<file path="src/pkg/cto_defs.svh">
// Purpose: offsets, field positions and reset values of the compare toggle output block
// Assumes: registers sit one per aligned 32-bit word, byte addressed
// Notes:   definitions only
`ifndef CTO_DEFS_SVH
`define CTO_DEFS_SVH

// ==========================================================================
// register offsets (byte addresses)
`define CTO_ADDR_W         8
`define CTO_OFS_MODE       8'h00
`define CTO_OFS_CMP_LO     8'h04
`define CTO_OFS_CMP_HI     8'h08
`define CTO_OFS_CTRL       8'h0C
`define CTO_OFS_STATUS     8'h10
`define CTO_OFS_IRQ_CLR    8'h14
`define CTO_OFS_IRQ_EN     8'h18
`define CTO_OFS_COUNT      8'h1C
`define CTO_OFS_PIN        8'h20

// ==========================================================================
// field positions
`define CTO_MODE_CMP_EN    0
`define CTO_MODE_MATCH_SEL 1
`define CTO_MODE_TOGGLE    2
`define CTO_CTRL_RUN       0
`define CTO_CTRL_FLAG      1
`define CTO_STAT_MATCH     0

// ==========================================================================
// reset values
`define CTO_RST_BYTE       8'h00
`define CTO_RST_COUNT      16'h0000
`define CTO_RST_BIT        1'b0
`define CTO_RST_DATA       32'h00000000

`endif

</file>
<file path="src/pkg/cto_pkg.sv">
// Purpose: types shared by the compare toggle output block
// Assumes: 16-bit counter array, byte-wide compare halves
// Notes:   constants live in cto_defs.svh
package cto_pkg;

    // ======================================================================
    // types
    typedef logic [31:0] cto_data_t;
    typedef logic [15:0] cto_count_t;
    typedef logic [7:0]  cto_byte_t;

    typedef struct packed {
        logic toggle_select;
        logic match_select;
        logic comparator_enable;
    } cto_mode_t;

    typedef enum {
        bus_idle,
        bus_ack
    } cto_bus_state_t;

endpackage

</file>
<file path="src/pkg/cto_cmp_if.sv">
// Purpose: carries counter and compare value to the comparator and the hit back
// Assumes: all signals on the block clock
// Notes:   hit is combinational
interface cto_cmp_if;
    import cto_pkg::*;

    cto_count_t count;
    cto_count_t cmp_value;
    logic       count_step;
    logic       hit;

    modport array (output count, output cmp_value, output count_step, input hit);
    modport cmp   (input count, input cmp_value, input count_step, output hit);
endinterface

</file>
<file path="src/design/cto_top.sv">
// Purpose: one compare module of the counter array in high-speed output mode
// Assumes: Avalon-MM slave with waitrequest, one clock, ce freezes all state
// Notes:   counter array is kept here; output pin toggles on each compare match
`include "cto_defs.svh"

module cto_top #(
    parameter int ADDR_W = `CTO_ADDR_W
) (
    input  wire logic              clk,
    input  wire logic              nrst,
    input  wire logic              ce,
    input  wire logic [ADDR_W-1:0] address,
    input  wire logic              read,
    input  wire logic              write,
    input  wire logic [31:0]       writedata,
    input  wire logic [3:0]        byteenable,
    output cto_pkg::cto_data_t     readdata,
    output logic                   waitrequest,
    output logic                   irq,
    output logic                   module_output_pin
);
    import cto_pkg::*;

    // ======================================================================
    // state
    cto_bus_state_t bus_state;
    cto_bus_state_t next_bus_state;
    logic           next_waitrequest;
    cto_data_t      next_readdata;

    cto_mode_t      mode;
    cto_mode_t      next_mode;
    cto_byte_t      cmp_lo;
    cto_byte_t      next_cmp_lo;
    cto_byte_t      cmp_hi;
    cto_byte_t      next_cmp_hi;
    logic           run;
    logic           next_run;
    logic           irq_en;
    logic           next_irq_en;
    logic           flag;
    logic           next_flag;
    cto_count_t     count;
    cto_count_t     next_count;
    logic           next_pin;
    logic           next_irq;

    logic           acc_wr;
    logic           hso;
    logic           hit;
    logic           flag_set;
    logic           flag_clr;

    cto_cmp_if      cmp_bus ();

    // ======================================================================
    // helpers
    function automatic logic at(input logic [ADDR_W-1:0] a, input logic [7:0] ofs);
        return a == ADDR_W'(ofs);
    endfunction

    function automatic cto_data_t bit_word(input logic b);
        return {31'h00000000, b};
    endfunction

    // read mux, unmapped and write-only offsets read as zero
    function automatic cto_data_t rd_mux(input logic [ADDR_W-1:0] a);
        cto_data_t d;
        d = `CTO_RST_DATA;
        if (at(a, `CTO_OFS_MODE)) begin
            d[`CTO_MODE_CMP_EN]    = mode.comparator_enable;
            d[`CTO_MODE_MATCH_SEL] = mode.match_select;
            d[`CTO_MODE_TOGGLE]    = mode.toggle_select;
        end
        if (at(a, `CTO_OFS_CMP_LO)) begin
            d[7:0] = cmp_lo;
        end
        if (at(a, `CTO_OFS_CMP_HI)) begin
            d[7:0] = cmp_hi;
        end
        if (at(a, `CTO_OFS_CTRL)) begin
            d[`CTO_CTRL_RUN]  = run;
            d[`CTO_CTRL_FLAG] = flag;
        end
        if (at(a, `CTO_OFS_STATUS)) begin
            d = bit_word(flag);
        end
        if (at(a, `CTO_OFS_IRQ_EN)) begin
            d = bit_word(irq_en);
        end
        if (at(a, `CTO_OFS_COUNT)) begin
            d[15:0] = count;
        end
        if (at(a, `CTO_OFS_PIN)) begin
            d = bit_word(module_output_pin);
        end
        return d;
    endfunction

    // ======================================================================
    // comparator
    assign cmp_bus.count      = count;
    assign cmp_bus.cmp_value  = {cmp_hi, cmp_lo};
    assign cmp_bus.count_step = run;
    assign hit                = cmp_bus.hit;

    cto_match u_match (
        .bus (cmp_bus)
    );

    // ======================================================================
    // bus slave: one wait cycle, then waitrequest low for exactly one cycle
    // ce low during the ack cycle stretches it, but the access still lands
    // only on an enabled edge; keep ce high across an access
    always_comb begin
        next_bus_state = bus_state;
        next_readdata  = readdata;
        case (bus_state)
            bus_idle: begin
                if (read || write) begin
                    next_bus_state = bus_ack;
                    next_readdata  = read ? rd_mux(address) : `CTO_RST_DATA;
                end
            end
            bus_ack: begin
                next_bus_state = bus_idle;
            end
            default: begin
                next_bus_state = bus_idle;
            end
        endcase
        next_waitrequest = (next_bus_state != bus_ack);
    end

    always_ff @(posedge clk or negedge nrst) begin
        if (!nrst) begin
            bus_state   <= bus_idle;
            waitrequest <= 1'b1;
            readdata    <= `CTO_RST_DATA;
        end else if (ce) begin
            bus_state   <= next_bus_state;
            waitrequest <= next_waitrequest;
            readdata    <= next_readdata;
        end
    end

    // ======================================================================
    // registers, counter, flag and pin
    // a write lands at the edge where waitrequest is sampled low
    assign acc_wr = write && !waitrequest && byteenable[0];

    always_comb begin
        next_mode   = mode;
        next_cmp_lo = cmp_lo;
        next_cmp_hi = cmp_hi;
        next_run    = run;
        next_irq_en = irq_en;
        flag_clr    = 1'b0;
        if (acc_wr && at(address, `CTO_OFS_MODE)) begin
            next_mode.comparator_enable = writedata[`CTO_MODE_CMP_EN];
            next_mode.match_select      = writedata[`CTO_MODE_MATCH_SEL];
            next_mode.toggle_select     = writedata[`CTO_MODE_TOGGLE];
        end
        if (acc_wr && at(address, `CTO_OFS_CMP_LO)) begin
            next_cmp_lo                 = writedata[7:0];
            next_mode.comparator_enable = 1'b0;
        end
        if (acc_wr && at(address, `CTO_OFS_CMP_HI)) begin
            next_cmp_hi                 = writedata[7:0];
            next_mode.comparator_enable = 1'b1;
        end
        if (acc_wr && at(address, `CTO_OFS_CTRL)) begin
            next_run = writedata[`CTO_CTRL_RUN];
        end
        if (acc_wr && at(address, `CTO_OFS_IRQ_EN)) begin
            next_irq_en = writedata[`CTO_STAT_MATCH];
        end
        if (acc_wr && at(address, `CTO_OFS_IRQ_CLR)) begin
            flag_clr = writedata[`CTO_STAT_MATCH];
        end

        hso      = mode.toggle_select && mode.match_select && mode.comparator_enable;
        flag_set = hit && mode.match_select && mode.comparator_enable;

        next_count = run ? count + 16'h0001 : count;

        // only software clears the flag; a match in the same cycle wins
        next_flag = flag;
        if (flag_clr) begin
            next_flag = 1'b0;
        end
        if (flag_set) begin
            next_flag = 1'b1;
        end

        // without the comparator enable the pin simply holds
        next_pin = module_output_pin ^ (hit && hso);

        next_irq = next_flag && next_irq_en;
    end

    always_ff @(posedge clk or negedge nrst) begin
        if (!nrst) begin
            mode              <= '0;
            cmp_lo            <= `CTO_RST_BYTE;
            cmp_hi            <= `CTO_RST_BYTE;
            run               <= `CTO_RST_BIT;
            irq_en            <= `CTO_RST_BIT;
            flag              <= `CTO_RST_BIT;
            count             <= `CTO_RST_COUNT;
            module_output_pin <= `CTO_RST_BIT;
            irq               <= `CTO_RST_BIT;
        end else if (ce) begin
            mode              <= next_mode;
            cmp_lo            <= next_cmp_lo;
            cmp_hi            <= next_cmp_hi;
            run               <= next_run;
            irq_en            <= next_irq_en;
            flag              <= next_flag;
            count             <= next_count;
            module_output_pin <= next_pin;
            irq               <= next_irq;
        end
    end
endmodule

</file>
<file path="src/design/cto_match.sv">
// Purpose: detects the counter stepping onto the compare value
// Assumes: count_step is high in the cycle whose edge increments the counter
// Notes:   purely combinational; the caller registers the effects
module cto_match (
    cto_cmp_if.cmp bus
);
    import cto_pkg::*;

    cto_count_t ahead;

    // ======================================================================
    // one hit per increment that lands on the compare value
    always_comb begin
        ahead   = bus.count + 16'h0001;
        bus.hit = bus.count_step && (ahead == bus.cmp_value);
    end
endmodule

</file>
<file path="config.mk">
export PLATFORM = sky130hd
export DESIGN_NAME = cto_top
export DESIGN_NICKNAME = d
export VERILOG_FILES = /design/src/pkg/cto_pkg.sv /design/src/pkg/cto_cmp_if.sv /design/src/design/cto_top.sv /design/src/design/cto_match.sv
export VERILOG_INCLUDE_DIRS = /design/src /design/src/pkg
export SDC_FILE = /design/constraint.sdc
export NUM_CORES = 1
export LEC_CHECK = 0
export BUFFER_PORTS_ARGS = -buffer_cell sky130_fd_sc_hd__buf_2
export CAP_MARGIN = 15
export CORE_AREA = 2 2 89 91
export DETAILED_ROUTE_END_ITERATION = 12
export DIE_AREA = 0 0 91 93
export PLACE_DENSITY = 0.89
export SLEW_MARGIN = 20
export SYNTH_ARGS = -nofsm -noshare
export SYNTH_HDL_FRONTEND = slang
export SYNTH_SLANG_ARGS = --single-unit
</file>
<file path="constraint.sdc">
create_clock -name clk -period 6.8 [get_ports clk]
set_input_delay 0.68 -clock clk [delete_from_list [all_inputs] [get_ports clk]]
set_output_delay 0.68 -clock clk [all_outputs]
set_load 0.005 [all_outputs]
</file>
==> qor.log, run 1 <==
INFO  placed_design  total_of_buffers_placed_on_input_and_output_ports=40
INFO  placed_design  routabilityCongestion=0.961
INFO  clock_network  holdBufCountCts=0
INFO  cells_and_area num_antenna_cells=0
INFO  hold_path      timing.hold.worst.class=in2async
INFO  floorplan      core_area=7530um^2
INFO  power          vdd_ir_drop_max=101uV
INFO  floorplan      initial_standard_cell_utilization_of_the_core=0.582
INFO  clock_network  cell_chosen_for_the_clock_root=sky130_fd_sc_hd__clkbuf_8
INFO  timing         tightestPinTransition=0.780ns
INFO  timing         finalHoldViolations=0
INFO  placed_design  detailed_place_hpwl=6340um
INFO  yosys          yosys_register_bits=89
INFO  floorplan      rows=32
INFO  clock_network  htree_num_levels=3
INFO  critical_path  cp_num_buf_inv=0
INFO  timing         slew_viol_final=0
INFO  cells_and_area fillerInstances=616
INFO  power          power.total=0.000950W
INFO  critical_path  regToRegStartpoint=cmp_bus.count[0]$_DFFE_PN0P_
INFO  timing         final.min_clock_period=2.68ns
INFO  critical_path  critical_path_endpoint_category=flop
INFO  critical_path  cp_launch_type=flop
INFO  yosys          yosysWarnings=0
INFO  drt            drt-pass1-iter-count=7
INFO  global_routing first_global_vias=2996
INFO  yosys          number_of_synthesized_flops_with_an_enable_pin=0
INFO  yosys          synth_seq_area_share=0.509
INFO  critical_path  worstReg2RegEnd=irq$_DFFE_PN0P_
INFO  clock_network  clk_latency_worst_skew_pair=0.37ns
INFO  critical_path  critPathArrivalTime=2.98ns
INFO  yosys          synth.cell_area=4380um^2
INFO  timing         finClkSkew=0.0102ns
INFO  critical_path  critPathKind=reg2reg
INFO  outcome        run_status=finished, final reports clean
INFO  yosys          yosys-top-cells-count=88 x sky130_fd_sc_hd__dfrtp_1, 36 x sky130_fd_sc_hd__nor2b_1, 26 x sky130_fd_sc_hd__nor2_1, 25 x sky130_fd_sc_hd__nand2_1, 21 x sky130_fd_sc_hd__xnor2_1
INFO  cells_and_area area_growth_syn_to_layout=8.57%
INFO  floorplan      die_w=91um
INFO  yosys          synth_cell_type_count=65
INFO  floorplan      ios=84
INFO  global_routing number_of_antenna_violations_at_the_first_check_in_global_routing=0
INFO  drt            via_count=3198
INFO  global_routing global_route.usage.total=0.220
INFO  critical_path  critPathMaxFanout=7
INFO  yosys          synth.most_common_cell=sky130_fd_sc_hd__dfrtp_1
INFO  drt            detail_route.iter0.violations=178
INFO  power          p_leak=2.21nW
INFO  critical_path  critical_path.slowest_cell=sky130_fd_sc_hd__dfrtp_1
INFO  drt            antenna_violating_nets_post_route=0
INFO  global_routing grt_start_max_net_pins=90
INFO  clock_network  postCtsResizedCells=0
INFO  yosys          asyncSetResetFlopFracSynth=1.00
INFO  critical_path  ff2ff_path_depth=8
INFO  cells_and_area area.sequential=2230um^2
INFO  drt            vias_per_cell=5.87
INFO  clock_network  clkSlewWorstSetupHoldPaths=0.09ns
INFO  drt            detail_route.wl_per_cell=16.0um
INFO  drt            drc_violation_count_after_routing=0
INFO  critical_path  timing.critical_path.max_delay_family=simple AND/OR/NAND/NOR gates
INFO  yosys          postSynthAreaPerCell=10.8um^2
INFO  timing         grt_setup_unrepaired=no
INFO  critical_path  crit_path_max_incr_delay=0.51ns
INFO  yosys          yosys.area.top_type=sky130_fd_sc_hd__dfrtp_1
INFO  floorplan      die_area=8460um^2
INFO  clock_network  clock_sinks=89
INFO  clock_network  clock_tree.buffer_depth=2
INFO  clock_network  number_of_cts_inserted_buffers=9
INFO  timing         timing.setup.tns=0ns
INFO  clock_network  cts_setup_buffers=0
INFO  timing         max_slew_headroom=0.476
INFO  timing         fmaxAchievable=373MHz
INFO  global_routing grt_pass1_wl=14500um
INFO  critical_path  reg2reg_setup_slack=4.12ns
INFO  power          cellPowerDensity=200nW/um^2
INFO  timing         final_cycle_utilization_of_the_critical_path=0.394
INFO  global_routing grt_remaining_overflow=0
INFO  critical_path  timing.critical_path.cells=ha_1 -> and4_1 -> a311oi_1 -> nor4_1 -> mux2i_1 -> or3_1 -> o31a_1 -> a211oi_2
INFO  timing         setup_violations=0
INFO  floorplan      die_y=93um
INFO  cells_and_area multi_input_area=1970um^2
INFO  critical_path  startpoint=cmp_bus.count[0]$_DFFE_PN0P_
INFO  yosys          postSynthCellCount=406
INFO  yosys          post-synth-top-area-fraction=0.503
INFO  drt            finalWirelength=8750um
INFO  cells_and_area final_layout_size_suffix_gt1_frac=0.199
INFO  flow_run       max_cap_viol=0
INFO  clock_network  tritoncts=done
INFO  critical_path  critical_path_required=7.10ns
INFO  cells_and_area fin_nets=488
INFO  yosys          ys_dominant_reg_cell=sky130_fd_sc_hd__dfrtp_1
INFO  yosys          most_area_consuming_cells_after_synthesis=sky130_fd_sc_hd__dfrtp_1 50%, sky130_fd_sc_hd__nor2b_1 5.1%, sky130_fd_sc_hd__mux2_2 4.9%, sky130_fd_sc_hd__xnor2_1 4.2%, sky130_fd_sc_hd__buf_4 3.1%
cell usage in the layout, fill, tap and decap left out, drive strengths merged, types with 11 or more instances in the layout:
master,n
nand2,25
nor2,26
buf,41
xnor2,21
nand4,11
conb,16
mux2,21
dfrtp,88
nand3,12
nor2b,36
nor4,16
o21ai,19
power by group:
group | switching, W | leakage (nW) | internal (W)
Clock | 0.000196 | 0.0895 | 0.000146
Sequential | 0.00000737 | 1.22 | 0.000537
Combinational | 0.0000408 | 0.906 | 0.0000219
Total | 0.000244 | 2.21 | 0.000706
state kept, by name (all words and copies together) (netlist names), 3 cells and up:
name           flops
bus_state         32
cmp_bus.count     16
cmp_hi             8
cmp_lo             8
mode               3
readdata          16
cell families (layout without fill, tap and decap cells):
family                     count (synthesis)  count (layout)  share of synthesized area
muxes                                     27              27                     0.0677
adders and majority gates                  1               1                    0.00286
other                                      1              16                   0.000856
buffers and inverters                     42              64                     0.0540
AOI/OAI and AO/OA                         58              58                     0.0966
DFF                                       89              89                      0.509
xor gates and xnor gates                  31              31                     0.0620
and+or+nand+nor                          157             157                      0.207
worst reg2reg max path: stages, from the launching register on:
cell and delay [ns]:
sky130_fd_sc_hd__dfrtp_1 0.51, sky130_fd_sc_hd__ha_1 0.31, sky130_fd_sc_hd__and4_1 0.31, sky130_fd_sc_hd__a311oi_1 0.11
sky130_fd_sc_hd__nor4_1 0.34, sky130_fd_sc_hd__mux2i_1 0.14, sky130_fd_sc_hd__or3_1 0.44, sky130_fd_sc_hd__o31a_1 0.31
sky130_fd_sc_hd__a211oi_2 0.15
per-stage QoR:
stage | hold WS [ns] | std cells | worst slack [ns] | utilization | instance area, um^2
after floorplan | 0.384 | 421 | 4.46 | - | 4440
after global placement | 0.466 | 529 | 3.97 | 0.606 | 4560
after detailed placement | 0.475 | 529 | 3.93 | 0.606 | 4560
after CTS | 0.497 | 545 | 4.14 | 0.631 | 4750
after global routing | 0.428 | 545 | 4.00 | 0.632 | 4750
final | 0.358 | 545 | 4.12 | 0.632 | 4750
per-layer routing:
layer,up-vias,routed length [um],track usage,part of all wire
li1,1489,-,-,-
met1,1578,3900,0.300,0.45
met2,117,4190,0.346,0.48
met3,14,512,0.0459,0.059
met4,0,150,0.0922,0.017
met5,-,0,0,0
cell type report:
cell class	count	area share
Tap cell	102	0.0268
Sequential cell	89	0.469
Clock inverter	6	0.0105
Clock buffer	10	0.0289
Multi-Input combinational cell	290	0.414
Timing Repair Buffer	41	0.0450
Inverter	7	0.00553
worst max path at each step:
stage | endpoint | depth (start not counted) | slack, ns
final | irq$_DFFE_PN0P_ | 8 | 4.12
after global routing | module_output_pin$_DFFE_PN0P_ | 8 | 4.00
after CTS | irq$_DFFE_PN0P_ | 8 | 4.14
after detailed placement | readdata[1]$_DFFE_PN0P_ | 8 | 3.93
after global placement | readdata[1]$_DFFE_PN0P_ | 8 | 3.97
after floorplan | cmp_lo[3]$_DFFE_PN0P_ | 6 | 4.46
Power figures use the tool's default switching activity.
==> inputs of run 2 (changes only) <==
Settings changed: CORE_AREA 2 2 89 91 to 2 2 97 99, DIE_AREA 0 0 91 93 to 0 0 99 101, PLACE_DENSITY 0.89 to 0.8.
Clock period 6.8 ns to 2.2 ns, I/O delays scaled along.
==> run 2 against run 1 <==
Against the previous run: the run now ends with setup timing left; die area rose by 18%; flip-flop and latch count is the same; non-clock buffer count rose by 33; combinational power grew to 3.7 times the previous value; first-iteration DRC count rose by 37%; critical path depth is 1 lower; core utilization is 6.3 points lower; critical path type unchanged; wire length rose by 14%; largest power group unchanged; maximum frequency is 19% higher.
==> qor.log, run 2 (synthesized netlist as in run 1, its figures left out) <==
INFO  timing         finClkSkew=0.0157ns [+0.00557 ns]
INFO  global_routing grt_remaining_overflow=0 [unchanged]
INFO  floorplan      die_area=10000um^2 [+18%]
INFO  clock_network  number_of_cts_inserted_buffers=9 [unchanged]
INFO  timing         fmaxAchievable=445MHz [+19%]
INFO  power          cellPowerDensity=620nW/um^2 [+210%]
INFO  global_routing number_of_antenna_violations_at_the_first_check_in_global_routing=0 [unchanged]
INFO  drt            vias_per_cell=5.79 [-1.3%]
INFO  global_routing grt_start_max_net_pins=46 [-49%]
INFO  cells_and_area most-common-layout-cells=87 x sky130_fd_sc_hd__dfrtp_1, 39 x sky130_fd_sc_hd__buf_2, 36 x sky130_fd_sc_hd__nor2b_1
INFO  critical_path  timing.critical_path.cells=nand4_4 -> or4_4 -> nor3_2 -> xnor2_1 -> a311o_1 -> o31a_1 -> a211oi_2
INFO  power          vdd_ir_drop_max=377uV [+270%]
INFO  drt            via_count=3401 [+6.3%]
INFO  floorplan      rows=35 [+9.4%]
INFO  placed_design  routabilityCongestion=0.935 [-2.7%]
INFO  cells_and_area final_layout_size_suffix_gt1_frac=0.267 [+0.0682]
INFO  placed_design  place_worst_setup_slack=-0.179ns [-4.10 ns]
INFO  hold_path      timing.hold.worst.class=in2reg
INFO  clock_network  htree_num_levels=3 [unchanged]
INFO  outcome        run_status=complete, but fails checks
INFO  clock_network  clk_latency_worst_skew_pair=0.37ns [about the same]
INFO  floorplan      core_area=8980um^2 [+19%]
INFO  clock_network  cell_chosen_for_the_clock_root=sky130_fd_sc_hd__clkbuf_8
INFO  timing         grt_setup_unrepaired=yes
INFO  drt            drc_violation_count_after_routing=0 [unchanged]
INFO  critical_path  ff2ff_path_depth=7 [-1]
INFO  critical_path  cp_launch_type=flop
INFO  cells_and_area num_antenna_cells=0 [unchanged]
INFO  global_routing grt_pass1_wl=16700um [+15%]
INFO  cells_and_area largest_reg_flops=32 [unchanged]
INFO  timing         timing.setup.tns=-0.0650ns [-0.0650 ns]
INFO  timing         hold_ws=0.0674ns [-0.290 ns]
INFO  cells_and_area regMostFlops=bus_state
INFO  critical_path  critical_path_required=2.49ns [-4.61 ns]
INFO  timing         finalHoldViolations=0 [unchanged]
INFO  clock_network  clock_sinks=89 [unchanged]
INFO  hold_path      hold_path.startpoint=writedata[7]
INFO  drt            detail_route.iter0.violations=244 [+37%]
INFO  flow_run       max_cap_viol=0 [unchanged]
INFO  critical_path  critPathMaxFanout=4 [-3]
INFO  critical_path  regToRegStartpoint=cmp_bus.count[8]$_DFFE_PN0P_
INFO  critical_path  reg2reg_setup_slack=-0.05ns [-4.17 ns]
INFO  critical_path  critical_path.slowest_cell=sky130_fd_sc_hd__or4_4
INFO  critical_path  critPathArrivalTime=2.54ns [-0.44 ns]
INFO  clock_network  clock_tree.buffer_depth=2 [unchanged]
INFO  clock_network  tritoncts=done
INFO  timing         tightestPinTransition=0.562ns [-0.217 ns]
INFO  drt            finalWirelength=9970um [+14%]
INFO  critical_path  critical_path_endpoint_category=flop
INFO  floorplan      ios=84 [unchanged]
INFO  critical_path  critPathKind=reg2reg
INFO  timing         setup_ws_final=-0.0474ns [-4.17 ns]
INFO  floorplan      die_y=101um [+8.6%]
INFO  cells_and_area final_common_cell=sky130_fd_sc_hd__dfrtp_1
INFO  timing         setup_violations=3 [+3]
INFO  drt            antenna_violating_nets_post_route=0 [unchanged]
INFO  cells_and_area fin_nets=521 [+6.8%]
INFO  drt            detail_route.wl_per_cell=17.0um [+5.8%]
INFO  cells_and_area area_growth_syn_to_layout=16.5%
INFO  drt            drt-pass1-iter-count=7 [unchanged]
INFO  outcome        failed_checks=setup timing
INFO  floorplan      initial_standard_cell_utilization_of_the_core=0.488 [-0.0940]
INFO  power          power.total=0.00316W [+230%]
INFO  hold_path      worst_hold_path.num_cells=2
INFO  global_routing first_global_vias=3313 [+11%]
INFO  global_routing global_route.usage.total=0.213 [-0.00699]
INFO  timing         final.min_clock_period=2.25ns [-0.434 ns]
INFO  cells_and_area biggest_regs=bus_state x32, cmp_bus.count x16, readdata x16
INFO  placed_design  detailed_place_hpwl=7370um [+16%]
INFO  floorplan      die_w=99um [+8.8%]
INFO  timing         final_cycle_utilization_of_the_critical_path=1.02 [+0.627]
INFO  critical_path  startpoint=cmp_bus.count[8]$_DFFE_PN0P_
INFO  placed_design  total_of_buffers_placed_on_input_and_output_ports=40 [unchanged]
INFO  timing         slew_viol_final=0 [unchanged]
INFO  critical_path  crit_path_max_incr_delay=0.51ns [about the same]
INFO  power          p_leak=2.40nW [+8.5%]
INFO  cells_and_area fillerInstances=731 [+19%]
INFO  timing         max_slew_headroom=0.622 [+0.146]
INFO  clock_network  clkSlewWorstSetupHoldPaths=0.10ns [about the same]
[run 2: layout make-up]
| class | instances | area [um^2] | share of cell area |
|---|---|---|---|
| sequential | 89 | 2230 | 0.437 |
| clock inverter | 6 | 92.6 | 0.0182 |
| clock buffer | 10 | 128 | 0.0250 |
| multi-input combinational | 290 | 2030 | 0.397 |
| tap | 111 | 139 | 0.0272 |
| inverter | 7 | 26.3 | 0.00515 |
| timing repair buffer | 74 | 460 | 0.0903 |
[run 2: through the flow]
step	instances	utilization	cell area (um^2)
3_3_place_gp	569	0.537	4820
4_1_cts	587	0.566	5080
2_1_floorplan	421	-	4450
5_1_grt	587	0.568	5100
3_5_place_dp	569	0.537	4820
6_report	587	0.568	5100
[run 2: worst paths after layout]
check | end
worst max-delay path | irq$_DFFE_PN0P_
worst min-delay path | cmp_lo[7]$_DFFE_PN0P_
worst max register to register | irq$_DFFE_PN0P_
worst min register to register | readdata[0]$_DFFE_PN0P_
max in group asynchronous | bus_state[14]$_DFFE_PN0P_
min in group asynchronous | bus_state[24]$_DFFE_PN0P_
[run 2: what timing repair did]
item,CTS,global route
gates resized for setup,5,2
setup endpoints to repair,3,3
pin swaps,5,4
hold buffers,1,0
endpoints found under the hold margin,41,0
buffers inserted,1,0
[run 2: critical path, delay by kind of cell (launching register included)]
family | cells | cell delay, ns
AOI/OAI and AO/OA | 3 | 0.83
xor gates and xnor gates | 1 | 0.08
DFF | 1 | 0.45
and+or+nand+nor | 3 | 0.81
[run 2: report_power, final]
| part | leakage (nW) | switching [W] | total, W | internal, W |
|---|---|---|---|---|
| Sequential | 1.21 | 0.0000204 | 0.00168 | 0.00166 |
| Clock | 0.108 | 0.000606 | 0.00125 | 0.000648 |
| Combinational | 1.08 | 0.000145 | 0.000229 | 0.0000841 |
[run 2: metal layers]
layer	vias up	GRT usage	wire, um
li1	1554	-	-
met1	1688	0.295	4320
met2	134	0.339	4880
met3	25	0.0395	549
met4	0	0.0748	210
met5	-	0	0
